File: config.mk
export PLATFORM = sky130hd
export DESIGN_NAME = pmc_cfg_bank
export DESIGN_NICKNAME = d
export VERILOG_FILES = /design/src/core/pmc_pkg.sv /design/src/core/pmc_cfg_bank.sv /design/src/core/pmc_log_mem.sv
export SDC_FILE = /design/constraint.sdc
export NUM_CORES = 2
export LEC_CHECK = 0
export ABC_AREA = 1
export BUFFER_PORTS_ARGS = -buffer_cell sky130_fd_sc_hd__buf_2
export CAP_MARGIN = 0
export CELL_PAD_IN_SITES_DETAIL_PLACEMENT = 0
export CELL_PAD_IN_SITES_GLOBAL_PLACEMENT = 1
export CORE_AREA = 2 2 400 402
export CTS_CLUSTER_SIZE = 10
export DETAILED_ROUTE_END_ITERATION = 8
export DIE_AREA = 0 0 402 404
export GPL_TIMING_DRIVEN = 0
export PLACE_DENSITY = 0.56
export SETUP_SLACK_MARGIN = 0.5
export SKIP_LAST_GASP = 1
export SLEW_MARGIN = 20
export SYNTH_ARGS = -nofsm -noshare
export SYNTH_HDL_FRONTEND = slang
export SYNTH_SLANG_ARGS = --single-unit
File: constraint.sdc
create_clock -name sys_clk_i -period 4.75 [get_ports sys_clk_i]
set_input_delay 1.1875 -clock sys_clk_i [delete_from_list [all_inputs] [get_ports sys_clk_i]]
set_output_delay 1.1875 -clock sys_clk_i [all_outputs]
set_load 0.02 [all_outputs]
File: src/core/pmc_pkg.sv
// Purpose: shared constants of the manufacturer configuration bank
// Assumes: command codes and field layouts as seen on the host link
// Notes: lengths are in bytes, positions are bit indices
package pmc_pkg;

  // ----------------------------------------------------------------
  // command codes
  // ----------------------------------------------------------------
  localparam logic [7:0] CMD_STARTUP_LOG = 8'hDF;
  localparam logic [7:0] CMD_SPECIAL_OPT = 8'hE0;
  localparam logic [7:0] CMD_INT_TEMP_OFS = 8'hE1;
  localparam logic [7:0] CMD_REMOTE_CAL = 8'hE2;
  localparam logic [7:0] CMD_REMOTE_CTRL = 8'hE3;
  localparam logic [7:0] CMD_FEEDFORWARD = 8'hE6;
  localparam logic [7:0] CMD_TEMP_COMP = 8'hE7;
  localparam logic [7:0] CMD_LOOP_FILTER = 8'hE8;
  localparam logic [7:0] CMD_NL_GAINS = 8'hE9;

  // ----------------------------------------------------------------
  // block lengths in bytes
  // ----------------------------------------------------------------
  localparam logic [5:0] LEN_STARTUP_LOG = 6'h20;
  localparam logic [5:0] LEN_SPECIAL_OPT = 6'h01;
  localparam logic [5:0] LEN_INT_TEMP_OFS = 6'h02;
  localparam logic [5:0] LEN_REMOTE_CAL = 6'h04;
  localparam logic [5:0] LEN_REMOTE_CTRL = 6'h01;
  localparam logic [5:0] LEN_FEEDFORWARD = 6'h04;
  localparam logic [5:0] LEN_TEMP_COMP = 6'h06;
  localparam logic [5:0] LEN_LOOP_FILTER = 6'h1B;
  localparam logic [5:0] LEN_NL_GAINS = 6'h10;

  // ----------------------------------------------------------------
  // register widths in bits
  // ----------------------------------------------------------------
  localparam int W_BLOCK = 256;
  localparam int W_FEEDFORWARD = 32;
  localparam int W_TEMP_COMP = 48;
  localparam int W_LOOP_FILTER = 216;
  localparam int W_NL_GAINS = 128;

  // ----------------------------------------------------------------
  // special-options fields
  // ----------------------------------------------------------------
  localparam int SPO_PEC_BIT = 7;
  localparam int SPO_DROOP_BIT = 5;
  localparam int SPO_ARLC_BIT = 3;
  localparam int SPO_DBUS_BIT = 2;
  localparam logic [7:0] SPO_WR_MASK = 8'hAC;
  localparam logic [7:0] SPO_RST = 8'h00;

  // ----------------------------------------------------------------
  // remote-control configuration fields
  // ----------------------------------------------------------------
  localparam int RC_COMB_BIT = 4;
  localparam int RC_EN_BIT = 2;
  localparam int RC_POL_BIT = 1;
  localparam int RC_QOFF_BIT = 0;
  localparam logic [7:0] RC_WR_MASK = 8'h17;
  localparam logic [7:0] RC_RST = 8'h00;

  // ----------------------------------------------------------------
  // coefficient reset values
  // ----------------------------------------------------------------
  localparam logic [31:0] FF_RST = 32'h0000_0000;
  localparam logic [215:0] LF_RST = 216'h0;
  localparam logic [127:0] NLG_RST = 128'h0;

  // ----------------------------------------------------------------
  // start-up log timing
  // ----------------------------------------------------------------
  localparam int LOG_WORDS = 16;
  localparam int LOG_WORD_W = 16;
  localparam longint unsigned CLK_HZ = 200_000_000;
  localparam longint unsigned LOG_INTERVAL_S = 8;
  localparam longint unsigned LOG_INTERVAL_CYC_L = LOG_INTERVAL_S * CLK_HZ;
  localparam logic [31:0] LOG_INTERVAL_CYC = LOG_INTERVAL_CYC_L[31:0];

endpackage

File: src/core/pmc_cfg_bank.sv
// Purpose: manufacturer configuration and monitoring command bank
// Assumes: a link front end decodes transactions into command strobes
// Notes: read answers one cycle after the strobe, block little-endian
//
// Behaviour
// - log read returns 32 bytes, word 0 lowest, word 15 highest
// - log starts at ramp done, one word each 8 s, sixteenth word 120 s after ramp done
// - options bit 7 demands packet error check on host writes
// - options bit 5 picks linear or non-linear droop
// - options bit 3 enables adaptive ramp and dynamic loop compensation
// - options bit 2 enables dynamic bus voltage
// - options bits 0 and 1 are reserved without function
// - internal temperature offset is a read-only 16-bit word
// - remote calibration reads 4 bytes, offset low, slope high
// - remote config bit 4 selects OR or AND combining
// - remote config bit 2 enables the primary remote input
// - remote config bit 1 sets the remote input polarity
// - remote config bit 0 picks soft stop or quick off
// - temperature compensation block holds thresholds, factors, copper term
// - loop filter block is 27 read/write bytes
// - feed-forward block is four read/write bytes
// - non-linear gain block is 16 read/write bytes
`timescale 1ns/1ps
module pmc_cfg_bank #(
  parameter logic [31:0] LOG_INTERVAL_CYC = pmc_pkg::LOG_INTERVAL_CYC
) (
  input wire logic sys_clk_i, // system clock, 200 MHz
  input wire logic srst_i, // sync reset, active high
  input wire logic [7:0] cmd_code_i, // command code of transaction
  input wire logic wr_stb_i, // write transaction pulse
  input wire logic [255:0] wr_data_i, // write block, byte 0 low
  input wire logic [5:0] wr_len_i, // write byte count
  input wire logic wr_pec_ok_i, // checksum present and valid
  input wire logic rd_stb_i, // read transaction pulse
  output logic [255:0] rd_data_o, // read block, byte 0 low
  output logic [5:0] rd_len_o, // read byte count
  output logic rd_valid_o, // read answer pulse
  output logic cmd_err_o, // refused command pulse
  input wire logic ramp_done_i, // output ramp complete pin
  input wire logic [15:0] status_word_i, // live status word
  input wire logic [15:0] int_temp_ofs_i, // trimmed internal offset
  input wire logic [15:0] remote_ofs_i, // remote sensor offset
  input wire logic [15:0] remote_slope_i, // remote sensor slope
  input wire logic [47:0] temp_comp_i, // trimmed compensation block
  input wire logic primary_remote_input_i, // remote control pin
  input wire logic ctrl_pin_i, // control pin
  input wire logic operation_on_i, // operation command on state
  output logic pec_required_o, // checksum mandatory
  output logic droop_slope_select_o, // 1 non-linear droop
  output logic adaptive_ramp_loop_comp_o, // ramp and loop comp on
  output logic dynamic_bus_voltage_o, // dynamic bus voltage on
  output logic output_on_o, // converter output enabled
  output logic quick_off_o, // 1 off at once, 0 soft stop
  output logic log_done_o, // sixteen words captured
  output logic [31:0] feedforward_o, // feed-forward parameters
  output logic [215:0] loop_filter_o, // loop filter coefficients
  output logic [127:0] nl_gains_o // non-linear filter gains
);

  typedef enum logic [1:0] {
    LOG_WAIT,
    LOG_RUN,
    LOG_HOLD
  } pmc_log_st_t;

  localparam int NPIN = 3;

  logic [NPIN-1:0] pin_raw, s1_ff, s2_ff, s3_ff, lvl_ff;
  logic ramp_prev_ff, log_wr, wr_ok, wr_len_ok, wr_rw_cmd, nxt_rd_known;
  logic rc_asserted, rc_term, nxt_on, on_ff, quick_ff, rd_valid_ff, err_ff;
  logic [7:0] spo_ff, rc_cfg_ff;
  logic [31:0] ff_ff, log_tmr_ff;
  logic [215:0] lf_ff;
  logic [127:0] nlg_ff;
  pmc_log_st_t log_st_ff;
  logic [3:0] log_idx_ff;
  logic [255:0] log_flat, nxt_rd_data, rd_data_ff;
  logic [5:0] nxt_rd_len, rd_len_ff;

  // ----------------------------------------------------------------
  // pin synchronisers
  // ----------------------------------------------------------------
  assign pin_raw = {ctrl_pin_i, primary_remote_input_i, ramp_done_i};

  genvar g;
  generate
    for (g = 0; g < NPIN; g++) begin : g_sync
      // three stages, level moves once stages two and three agree
      always_ff @(posedge sys_clk_i) begin
        if (srst_i) begin
          {s3_ff[g], s2_ff[g], s1_ff[g]} <= 3'h0;
          lvl_ff[g] <= 1'b0;
        end else begin
          {s3_ff[g], s2_ff[g], s1_ff[g]} <= {s2_ff[g], s1_ff[g], pin_raw[g]};
          if (s2_ff[g] == s3_ff[g]) begin
            lvl_ff[g] <= s3_ff[g];
          end
        end
      end
    end
  endgenerate

  // ----------------------------------------------------------------
  // write decode
  // ----------------------------------------------------------------
  // length check per writable command
  always_comb begin
    wr_rw_cmd = 1'b1;
    wr_len_ok = 1'b0;
    case (cmd_code_i)
      pmc_pkg::CMD_SPECIAL_OPT: wr_len_ok = wr_len_i == pmc_pkg::LEN_SPECIAL_OPT;
      pmc_pkg::CMD_REMOTE_CTRL: wr_len_ok = wr_len_i == pmc_pkg::LEN_REMOTE_CTRL;
      pmc_pkg::CMD_FEEDFORWARD: wr_len_ok = wr_len_i == pmc_pkg::LEN_FEEDFORWARD;
      pmc_pkg::CMD_LOOP_FILTER: wr_len_ok = wr_len_i == pmc_pkg::LEN_LOOP_FILTER;
      pmc_pkg::CMD_NL_GAINS: wr_len_ok = wr_len_i == pmc_pkg::LEN_NL_GAINS;
      default: wr_rw_cmd = 1'b0;
    endcase
  end

  assign wr_ok = wr_stb_i && wr_rw_cmd && wr_len_ok &&
                 (!spo_ff[pmc_pkg::SPO_PEC_BIT] || wr_pec_ok_i);

  // ----------------------------------------------------------------
  // writable registers
  // ----------------------------------------------------------------
  // option bytes, undefined bits read zero
  always_ff @(posedge sys_clk_i) begin
    if (srst_i) begin
      spo_ff <= pmc_pkg::SPO_RST;
      rc_cfg_ff <= pmc_pkg::RC_RST;
    end else if (wr_ok && cmd_code_i == pmc_pkg::CMD_SPECIAL_OPT) begin
      spo_ff <= wr_data_i[7:0] & pmc_pkg::SPO_WR_MASK;
    end else if (wr_ok && cmd_code_i == pmc_pkg::CMD_REMOTE_CTRL) begin
      rc_cfg_ff <= wr_data_i[7:0] & pmc_pkg::RC_WR_MASK;
    end
  end

  // coefficient blocks, whole block per write
  always_ff @(posedge sys_clk_i) begin
    if (srst_i) begin
      ff_ff <= pmc_pkg::FF_RST;
      lf_ff <= pmc_pkg::LF_RST;
      nlg_ff <= pmc_pkg::NLG_RST;
    end else if (wr_ok && cmd_code_i == pmc_pkg::CMD_FEEDFORWARD) begin
      ff_ff <= wr_data_i[pmc_pkg::W_FEEDFORWARD-1:0];
    end else if (wr_ok && cmd_code_i == pmc_pkg::CMD_LOOP_FILTER) begin
      lf_ff <= wr_data_i[pmc_pkg::W_LOOP_FILTER-1:0];
    end else if (wr_ok && cmd_code_i == pmc_pkg::CMD_NL_GAINS) begin
      nlg_ff <= wr_data_i[pmc_pkg::W_NL_GAINS-1:0];
    end
  end

  // ----------------------------------------------------------------
  // start-up status log
  // ----------------------------------------------------------------
  // capture at ramp done, then every interval
  assign log_wr = (log_st_ff == LOG_RUN) && (log_tmr_ff == 32'h0000_0000);

  // sequencer for capture timing
  always_ff @(posedge sys_clk_i) begin
    if (srst_i) begin
      log_st_ff <= LOG_WAIT;
      log_tmr_ff <= 32'h0000_0000;
      log_idx_ff <= 4'h0;
      ramp_prev_ff <= 1'b0;
    end else begin
      ramp_prev_ff <= lvl_ff[0];
      case (log_st_ff)
        LOG_WAIT: begin
          if (lvl_ff[0] && !ramp_prev_ff) begin
            log_st_ff <= LOG_RUN;
            log_tmr_ff <= 32'h0000_0000;
          end
        end
        LOG_RUN: begin
          if (log_wr) begin
            log_tmr_ff <= LOG_INTERVAL_CYC - 32'h0000_0001;
            log_idx_ff <= log_idx_ff + 4'h1;
            if (log_idx_ff == 4'hF) begin
              log_st_ff <= LOG_HOLD;
            end
          end else begin
            log_tmr_ff <= log_tmr_ff - 32'h0000_0001;
          end
        end
        LOG_HOLD: log_st_ff <= LOG_HOLD;
        default: log_st_ff <= LOG_WAIT;
      endcase
    end
  end

  // entry storage, word 0 in low bits
  pmc_log_mem #(
    .DEPTH(pmc_pkg::LOG_WORDS),
    .WIDTH(pmc_pkg::LOG_WORD_W)
  ) u_log_mem (
    .sys_clk_i(sys_clk_i),
    .srst_i(srst_i),
    .wr_en_i(log_wr),
    .wr_idx_i(log_idx_ff),
    .wr_data_i(status_word_i),
    .rd_flat_o(log_flat)
  );

  // ----------------------------------------------------------------
  // read decode
  // ----------------------------------------------------------------
  // select block and length for the command
  always_comb begin
    nxt_rd_data = '0;
    nxt_rd_len = 6'h00;
    nxt_rd_known = 1'b1;
    case (cmd_code_i)
      pmc_pkg::CMD_STARTUP_LOG: begin
        nxt_rd_data = log_flat;
        nxt_rd_len = pmc_pkg::LEN_STARTUP_LOG;
      end
      pmc_pkg::CMD_SPECIAL_OPT: begin
        nxt_rd_data[7:0] = spo_ff;
        nxt_rd_len = pmc_pkg::LEN_SPECIAL_OPT;
      end
      pmc_pkg::CMD_INT_TEMP_OFS: begin
        nxt_rd_data[15:0] = int_temp_ofs_i;
        nxt_rd_len = pmc_pkg::LEN_INT_TEMP_OFS;
      end
      pmc_pkg::CMD_REMOTE_CAL: begin
        // offset in bytes 0-1, slope in 2-3
        nxt_rd_data[31:0] = {remote_slope_i, remote_ofs_i};
        nxt_rd_len = pmc_pkg::LEN_REMOTE_CAL;
      end
      pmc_pkg::CMD_REMOTE_CTRL: begin
        nxt_rd_data[7:0] = rc_cfg_ff;
        nxt_rd_len = pmc_pkg::LEN_REMOTE_CTRL;
      end
      pmc_pkg::CMD_FEEDFORWARD: begin
        nxt_rd_data[pmc_pkg::W_FEEDFORWARD-1:0] = ff_ff;
        nxt_rd_len = pmc_pkg::LEN_FEEDFORWARD;
      end
      pmc_pkg::CMD_TEMP_COMP: begin
        nxt_rd_data[pmc_pkg::W_TEMP_COMP-1:0] = temp_comp_i;
        nxt_rd_len = pmc_pkg::LEN_TEMP_COMP;
      end
      pmc_pkg::CMD_LOOP_FILTER: begin
        nxt_rd_data[pmc_pkg::W_LOOP_FILTER-1:0] = lf_ff;
        nxt_rd_len = pmc_pkg::LEN_LOOP_FILTER;
      end
      pmc_pkg::CMD_NL_GAINS: begin
        nxt_rd_data[pmc_pkg::W_NL_GAINS-1:0] = nlg_ff;
        nxt_rd_len = pmc_pkg::LEN_NL_GAINS;
      end
      default: nxt_rd_known = 1'b0;
    endcase
  end

  // read answer register, data held until next known read
  always_ff @(posedge sys_clk_i) begin
    if (srst_i) begin
      rd_data_ff <= '0;
      rd_len_ff <= 6'h00;
      rd_valid_ff <= 1'b0;
    end else begin
      rd_valid_ff <= rd_stb_i && nxt_rd_known;
      if (rd_stb_i && nxt_rd_known) begin
        rd_data_ff <= nxt_rd_data;
        rd_len_ff <= nxt_rd_len;
      end
    end
  end

  // refused writes and unknown reads
  always_ff @(posedge sys_clk_i) begin
    if (srst_i) begin
      err_ff <= 1'b0;
    end else begin
      err_ff <= (wr_stb_i && !wr_ok) || (rd_stb_i && !nxt_rd_known);
    end
  end

  // ----------------------------------------------------------------
  // remote control combining
  // ----------------------------------------------------------------
  // polarity of the remote input
  assign rc_asserted = rc_cfg_ff[pmc_pkg::RC_POL_BIT] ? lvl_ff[1] : !lvl_ff[1];

  // disabled input becomes neutral for the combine
  assign rc_term = rc_cfg_ff[pmc_pkg::RC_EN_BIT] ? rc_asserted :
                   rc_cfg_ff[pmc_pkg::RC_COMB_BIT];

  // AND or OR with operation and control pin
  assign nxt_on = rc_cfg_ff[pmc_pkg::RC_COMB_BIT] ?
                  (operation_on_i && lvl_ff[2] && rc_term) :
                  (operation_on_i || lvl_ff[2] || rc_term);

  // latch shutdown style when output turns off
  always_ff @(posedge sys_clk_i) begin
    if (srst_i) begin
      on_ff <= 1'b0;
      quick_ff <= 1'b0;
    end else begin
      on_ff <= nxt_on;
      if (on_ff && !nxt_on) begin
        quick_ff <= rc_cfg_ff[pmc_pkg::RC_QOFF_BIT];
      end
    end
  end

  // ----------------------------------------------------------------
  // outputs
  // ----------------------------------------------------------------
  // checksum demand to the link front end
  assign pec_required_o = spo_ff[pmc_pkg::SPO_PEC_BIT];
  assign droop_slope_select_o = spo_ff[pmc_pkg::SPO_DROOP_BIT];
  assign adaptive_ramp_loop_comp_o = spo_ff[pmc_pkg::SPO_ARLC_BIT];
  assign dynamic_bus_voltage_o = spo_ff[pmc_pkg::SPO_DBUS_BIT];
  assign output_on_o = on_ff;
  assign quick_off_o = quick_ff;
  assign log_done_o = log_st_ff == LOG_HOLD;
  assign feedforward_o = ff_ff;
  assign loop_filter_o = lf_ff;
  assign nl_gains_o = nlg_ff;
  assign rd_data_o = rd_data_ff;
  assign rd_len_o = rd_len_ff;
  assign rd_valid_o = rd_valid_ff;
  assign cmd_err_o = err_ff;

endmodule

File: src/core/pmc_log_mem.sv
// Purpose: storage for the start-up status log words
// Assumes: one write port, all words visible as one flat register view
// Notes: entries clear on reset and change only on a write
`timescale 1ns/1ps
module pmc_log_mem #(
  parameter int DEPTH = 16,
  parameter int WIDTH = 16
) (
  input wire logic sys_clk_i, // system clock
  input wire logic srst_i, // sync reset, active high
  input wire logic wr_en_i, // write one entry
  input wire logic [$clog2(DEPTH)-1:0] wr_idx_i, // entry index
  input wire logic [WIDTH-1:0] wr_data_i, // entry data
  output logic [DEPTH*WIDTH-1:0] rd_flat_o // entry 0 in low bits
);

  logic [WIDTH-1:0] mem_ff [DEPTH];

  // ----------------------------------------------------------------
  // entry storage
  // ----------------------------------------------------------------
  genvar g;
  generate
    for (g = 0; g < DEPTH; g++) begin : g_ent
      // one word per entry, held until written
      always_ff @(posedge sys_clk_i) begin
        if (srst_i) begin
          mem_ff[g] <= '0;
        end else if (wr_en_i && (wr_idx_i == g)) begin
          mem_ff[g] <= wr_data_i;
        end
      end
      assign rd_flat_o[g*WIDTH +: WIDTH] = mem_ff[g];
    end
  endgenerate

endmodule

# Word level (Yosys, flattened, before mapping)
# Memories as Yosys holds them, arrays and structs flattened.
# Index checks and enable logic that the tools add are counted.
[totals]
out_inout_bits = 647
in_bits = 391
wordCells = 228
ramBits = 256
n_memories = 1
register_bits = 701
[op_classes]
n_eq_ne = 36
addsub = 2
n_reduce_logical = 56
muxes = 87
n_bitwise = 19
[memory_table]
columns = ["memory", "words", "word_bits", "rd", "rd_ports_with_merged_regs", "write_ports", "line", "text"]
rows = [
  ["u_log_mem.mem_ff", 16, 16, 16, 0, 16, "pmc_log_mem.sv:17", "logic [WIDTH-1:0] mem_ff [DEPTH];"],
]
[op_table]
columns = ["op", "n"]
rows = [
  ["$mux W16", 16],
  ["$pmux W80 S3", 1],
  ["$pmux W88 S2", 1],
  ["$pmux W16 S6", 1],
  ["$eq A8 B8 Y1 const B", 9],
  ["$pmux W8 S9", 1],
  ["$mux W32", 2],
  ["$pmux W16 S4", 1],
  ["$pmux W32 S2", 1],
  ["$pmux W8 S7", 1],
  ["$mux W1", 55],
  ["$pmux W6 S7", 1],
  ["$mux W40", 1],
  ["$eq A4 B4 Y1 const B", 8],
  ["$logic_and A1 B1 Y1", 32],
  ["$logic_not A32 Y1", 1],
  ["$sub A32 B1 Y32 const B", 1],
  ["$eq A4 B3 Y1 const B", 4],
  ["$or A1 B1 Y1", 16],
  ["$eq A6 B5 Y1 const B", 2],
  ["$reduce_or A9 Y1", 1],
  ["$eq A4 B2 Y1 const B", 2],
  ["$reduce_and A2 Y1", 4],
  ["$eq A6 B1 Y1 const B", 1],
  ["20 further kinds", 37],
]

# Longest topological paths before layout
[logic_depth]
depth_word = 9
depth_mapped = 17

# Hierarchy
# From an unflattened synthesis, not the netlist that was laid out.
[unflattened]
hier_cells = 5530
area_unflattened_um2 = 42004.0
[by_module_without_submodules]
columns = ["module", "cells_per_inst", "area_per_inst_um2", "instances", "seq_area_each_um2"]
rows = [
  ["pmc_cfg_bank", 4895, 32757.7, 1, 14033.5],
  ["pmc_log_mem", 635, 9246.4, 1, 7687.4],
]

# Worst setup path after synthesis
# No wires, ideal clock.
[synth_path]
path_type = "reg2reg"
startpoint = "register log_tmr_ff[0]"
endpoint = "memory u_log_mem.mem_ff[0][0] (enable)"
required_ns = 4.339
path_stages_with_launch = 11
synth_period_minus_slack_ns = 3.315
arrival_time_ns = 2.904
setup_slack_ns = 1.435
setup_ns = 0.411
path_cell_list = "dfxtp_1 -> inv_1 -> ha_1 -> nand2_1 -> nor2_4 -> nand4_2 -> nor2_2 -> nand4_2 -> nor2_4 -> inv_1 -> o21ai_0"
[synth_lines]
columns = ["element", "line", "text"]
rows = [
  ["start: declaration", "pmc_cfg_bank.sv:72", "logic [31:0] ff_ff, log_tmr_ff;"],
  ["start signal: assignment", "pmc_cfg_bank.sv:177", "log_tmr_ff <= LOG_INTERVAL_CYC - 32'h0000_0001;"],
  ["start signal: assignment", "pmc_cfg_bank.sv:183", "log_tmr_ff <= log_tmr_ff - 32'h0000_0001;"],
  ["end: declaration", "pmc_log_mem.sv:17", ""],
]

# Final worst setup path
[layout_path]
startpoint = "input port cmd_code_i[7]"
endpoint = "register rd_data_ff[79], in the netlist rd_data_o[79]"
[layout_via]
elab_chain_cells = 4
[layout_rtl]
columns = ["element", "line", "text"]
rows = [
  ["start: declaration", "pmc_cfg_bank.sv:29", "input wire logic [7:0] cmd_code_i,"],
  ["$eq A8 B8 Y1", "pmc_cfg_bank.sv:213", "case (cmd_code_i)"],
  ["$reduce_or A9 Y1 (no line)", "n/a", ""],
  ["$mux W1", "pmc_cfg_bank.sv:213", ""],
  ["$logic_and A1 B1 Y1", "pmc_cfg_bank.sv:263", "if (rd_stb_i && nxt_rd_known) begin"],
  ["end signal: assignment", "pmc_cfg_bank.sv:264", "rd_data_ff <= nxt_rd_data;"],
  ["end: declaration", "pmc_cfg_bank.sv:77", "logic [255:0] log_flat, nxt_rd_data, rd_data_ff;"],
]
# Several ways; a longest one is shown, not always the timed one.
# A chain may end at the register's enable or synchronous reset.

==> impl_metrics.env <==
export IMPL_synth_fp_nets=6207
export IMPL_synthTopCellsByArea="dfxtp_1 33%, edfxtp_1 18%, nand2_1 11%"
export IMPL_grt_pass1_wl_um=338000
export IMPL_yosys_warnings=0
export IMPL_slew_headroom_pct=17.2
export IMPL_antenna_found_initial=60
export IMPL_post_cts_buffers=0
export IMPL_grt_max_degree=17
export IMPL_clock_sinks=957
export IMPL_ys_seq_area_share_pct=50.6
export IMPL_ctsHtreeMaxLevel=3
export IMPL_cts_hold_buffers=0
export IMPL_synth_commonest_cells="1300 x nand2_1, 985 x inv_1, 777 x nor2_1, 701 x dfxtp_1, 459 x nand3_1"
export IMPL_p_switching_mw=5.66
export IMPL_die_x_um=402
export IMPL_power_share_switching_pct=28.1
export IMPL_synth_cell_types=45
export IMPL_crit_type="in -> reg"
export IMPL_pre_cts_ws_ps=-485
export IMPL_cts_resized=1
export IMPL_grt_pass1_vias=41677
export IMPL_clkTransAtPathRegs_ps=60
export IMPL_stdcell_area_um2=55100
export IMPL_track_usage_pct=29.8
export IMPL_start_util_pct=27.2
export IMPL_overflow=0
export IMPL_drive_above_1_share_pct=20.2
export IMPL_p_comb_share_pct=12.4
export IMPL_die_h_um=404
export IMPL_clock_latency_ps=750
export IMPL_rows=146
export IMPL_status="finished, final reports clean"
export IMPL_layout_min_cycle_time_ps=4240
export IMPL_final_nets=7358
export IMPL_viasPerCell=4.80
export IMPL_syn_to_final_growth_pct=28.4
export IMPL_port_buffers=996
export IMPL_ant_nets=0
export IMPL_core_um2=158000
export IMPL_clkPwrFrac_pct=44.3
export IMPL_ios=1038
export IMPL_synthArstFlopShare_pct=0
export IMPL_drv_cap=0
export IMPL_synth_edf_count=256
export IMPL_clk_path_buf_depth=3
export IMPL_syn_inst=5807
export IMPL_rsz0062_at_grt="false"
export IMPL_hp_class="reg -> reg"
export IMPL_power_density_nw_per_um2=365
export IMPL_placed_area_um2=51300
export IMPL_drc=0
export IMPL_ys_flop_type="dfxtp_1"
export IMPL_tightest_slew_ps=1240
export IMPL_die_area_um2=162000
export IMPL_wire_per_inst_um=27.4
export IMPL_cts_root_buf="clkbuf_16"
export IMPL_via_count=43996
export IMPL_setup_viol=0
export IMPL_cts_made_buffers=118
export IMPL_dr_pass1_iters=6
export IMPL_cp_max_fo=10
export IMPL_yosys_area_top_type_share_pct=32.7
export IMPL_gp_congestion=0.919
export IMPL_period_share_pct=89.4
export IMPL_intPower_mw=14.5
export IMPL_finalMaxSlewViolations=0
export IMPL_skew_ps=31.1
export IMPL_fmax_mhz=236
export IMPL_cp_start_kind="primary input"
export IMPL_cp_arrival_ps=4890
export IMPL_ir_drop_v=0.000287
export IMPL_setup_tns_final_ps=0
export IMPL_critical_path_required_ps=5400
export IMPL_worst_slack_ps=505
export IMPL_yosysTopAreaCell="dfxtp_1"
export IMPL_wirelength_um=251000
export IMPL_p_seq_share_pct=43.3
export IMPL_hold_viol_final=0
export IMPL_critPathCaptureType="register"
export IMPL_synth_area_um2=42900
export IMPL_ys_ff_latch=957
export IMPL_cts_tree="done"
export IMPL_syn_mean_instance_area_um2=7.40
export IMPL_post_synth_top_count_cell="nand2_1"
export IMPL_drt_iter0_markers=4015
export IMPL_dpl_hpwl_um=197000
export IMPL_leakage_nw=25.5
registers in the layout, indices dropped and copies added (netlist names):
register	cells
rd_valid_o	1
loop_filter_o	216
output_on_o	1
rd_data_o	256
log_idx_ff	4
s1_ff	3
s3_ff	3
s2_ff	3
feedforward_o	32
cmd_err_o	1
quick_off_o	1
nl_gains_o	128
spo_ff	4
lvl_ff	3
rc_cfg_ff	4
rd_len_o	6
log_tmr_ff	32
log_st_ff	2
ramp_prev_ff	1
u_log_mem.mem_ff	256
logic make-up after synthesis:
family	synth area share (%)
AOI/OAI and AO/OA	8.93
xor gates and xnor gates	0.489
DFF	50.6
adders and majority gates	0.262
buffers and inverters	12.7
and+or+nand+nor	27.0
worst paths after layout:
check	start	endpoint	slack, ps	depth (start not counted)
max reg2reg	log_tmr_ff[0]	u_log_mem.mem_ff[12][9]	1460	11
min reg2reg	s1_ff[0]	s2_ff[0]	410	2
max	cmd_code_i[7]	rd_data_o[79]	510	13
min	s1_ff[0]	s2_ff[0]	410	2
power by group through the flow:
stage | Clock, mW | Sequential, mW | Combinational (mW)
4_1_cts | 9.06 | 8.71 | 2.50
3_5_place_dp | 0 | 8.88 | 2.48
6_report | 8.93 | 8.71 | 2.49
2_1_floorplan | 0 | 8.85 | 1.53
5_1_grt | 9.37 | 8.73 | 2.77
3_3_place_gp | 0 | 8.89 | 2.42
critical path, stage by stage:
cell and delay [ps]:
buf_2 130, nand2_2 180, nor2_4 540, nand2_1 300
nand2_1 360, nor3_1 110, nand3_2 300, nand2_1 150
nor2_1 560, inv_2 110, buf_2 310, clkbuf_1 340
o21ai_0 270
per-stage QoR:
stage | hold slack (ps) | cells | utilization, % | power, mW
final | 412 | 9163 | 34.9 | 20.1
after global routing | 431 | 9153 | 34.9 | 20.9
after CTS | 411 | 9135 | 34.9 | 20.3
after detailed placement | 402 | 8910 | 32.5 | 11.4
after global placement | 396 | 8875 | 32.0 | 11.3
after floorplan | 388 | 5807 | - | 10.4
metal layers:
layer	GRT usage, %	up-vias	part of all wire [%]
li1	-	20499	-
met1	38.7	21328	42
met2	47.8	1808	45
met3	7.88	341	8.6
met4	10.1	20	3.7
met5	0	-	0.055
placed cells by master, fill, tap and decap left out, drive strengths merged, types with 28 or more instances in the layout:
cell	count
o21ai	259
a21oi	273
clkbuf	383
nor2	797
nand2	1306
edfxtp	256
o22ai	112
inv	992
buf	1231
nand4	53
dfxtp	701
nand3	474
nand3b	91
diode	28
final cells by class:
class | count | area, µm²
well taps | 2072 | 2590
inverters | 992 | 3720
clock buffers | 203 | 3510
repair buffers | 1031 | 5640
plain buffers | 380 | 1770
diodes | 28 | 70.1
multi-input cells | 3478 | 15900
fillers | 17421 | 103000
flip-flops and latches | 957 | 21700
clock inverters | 22 | 234
(Power assumes the default switching activity.)
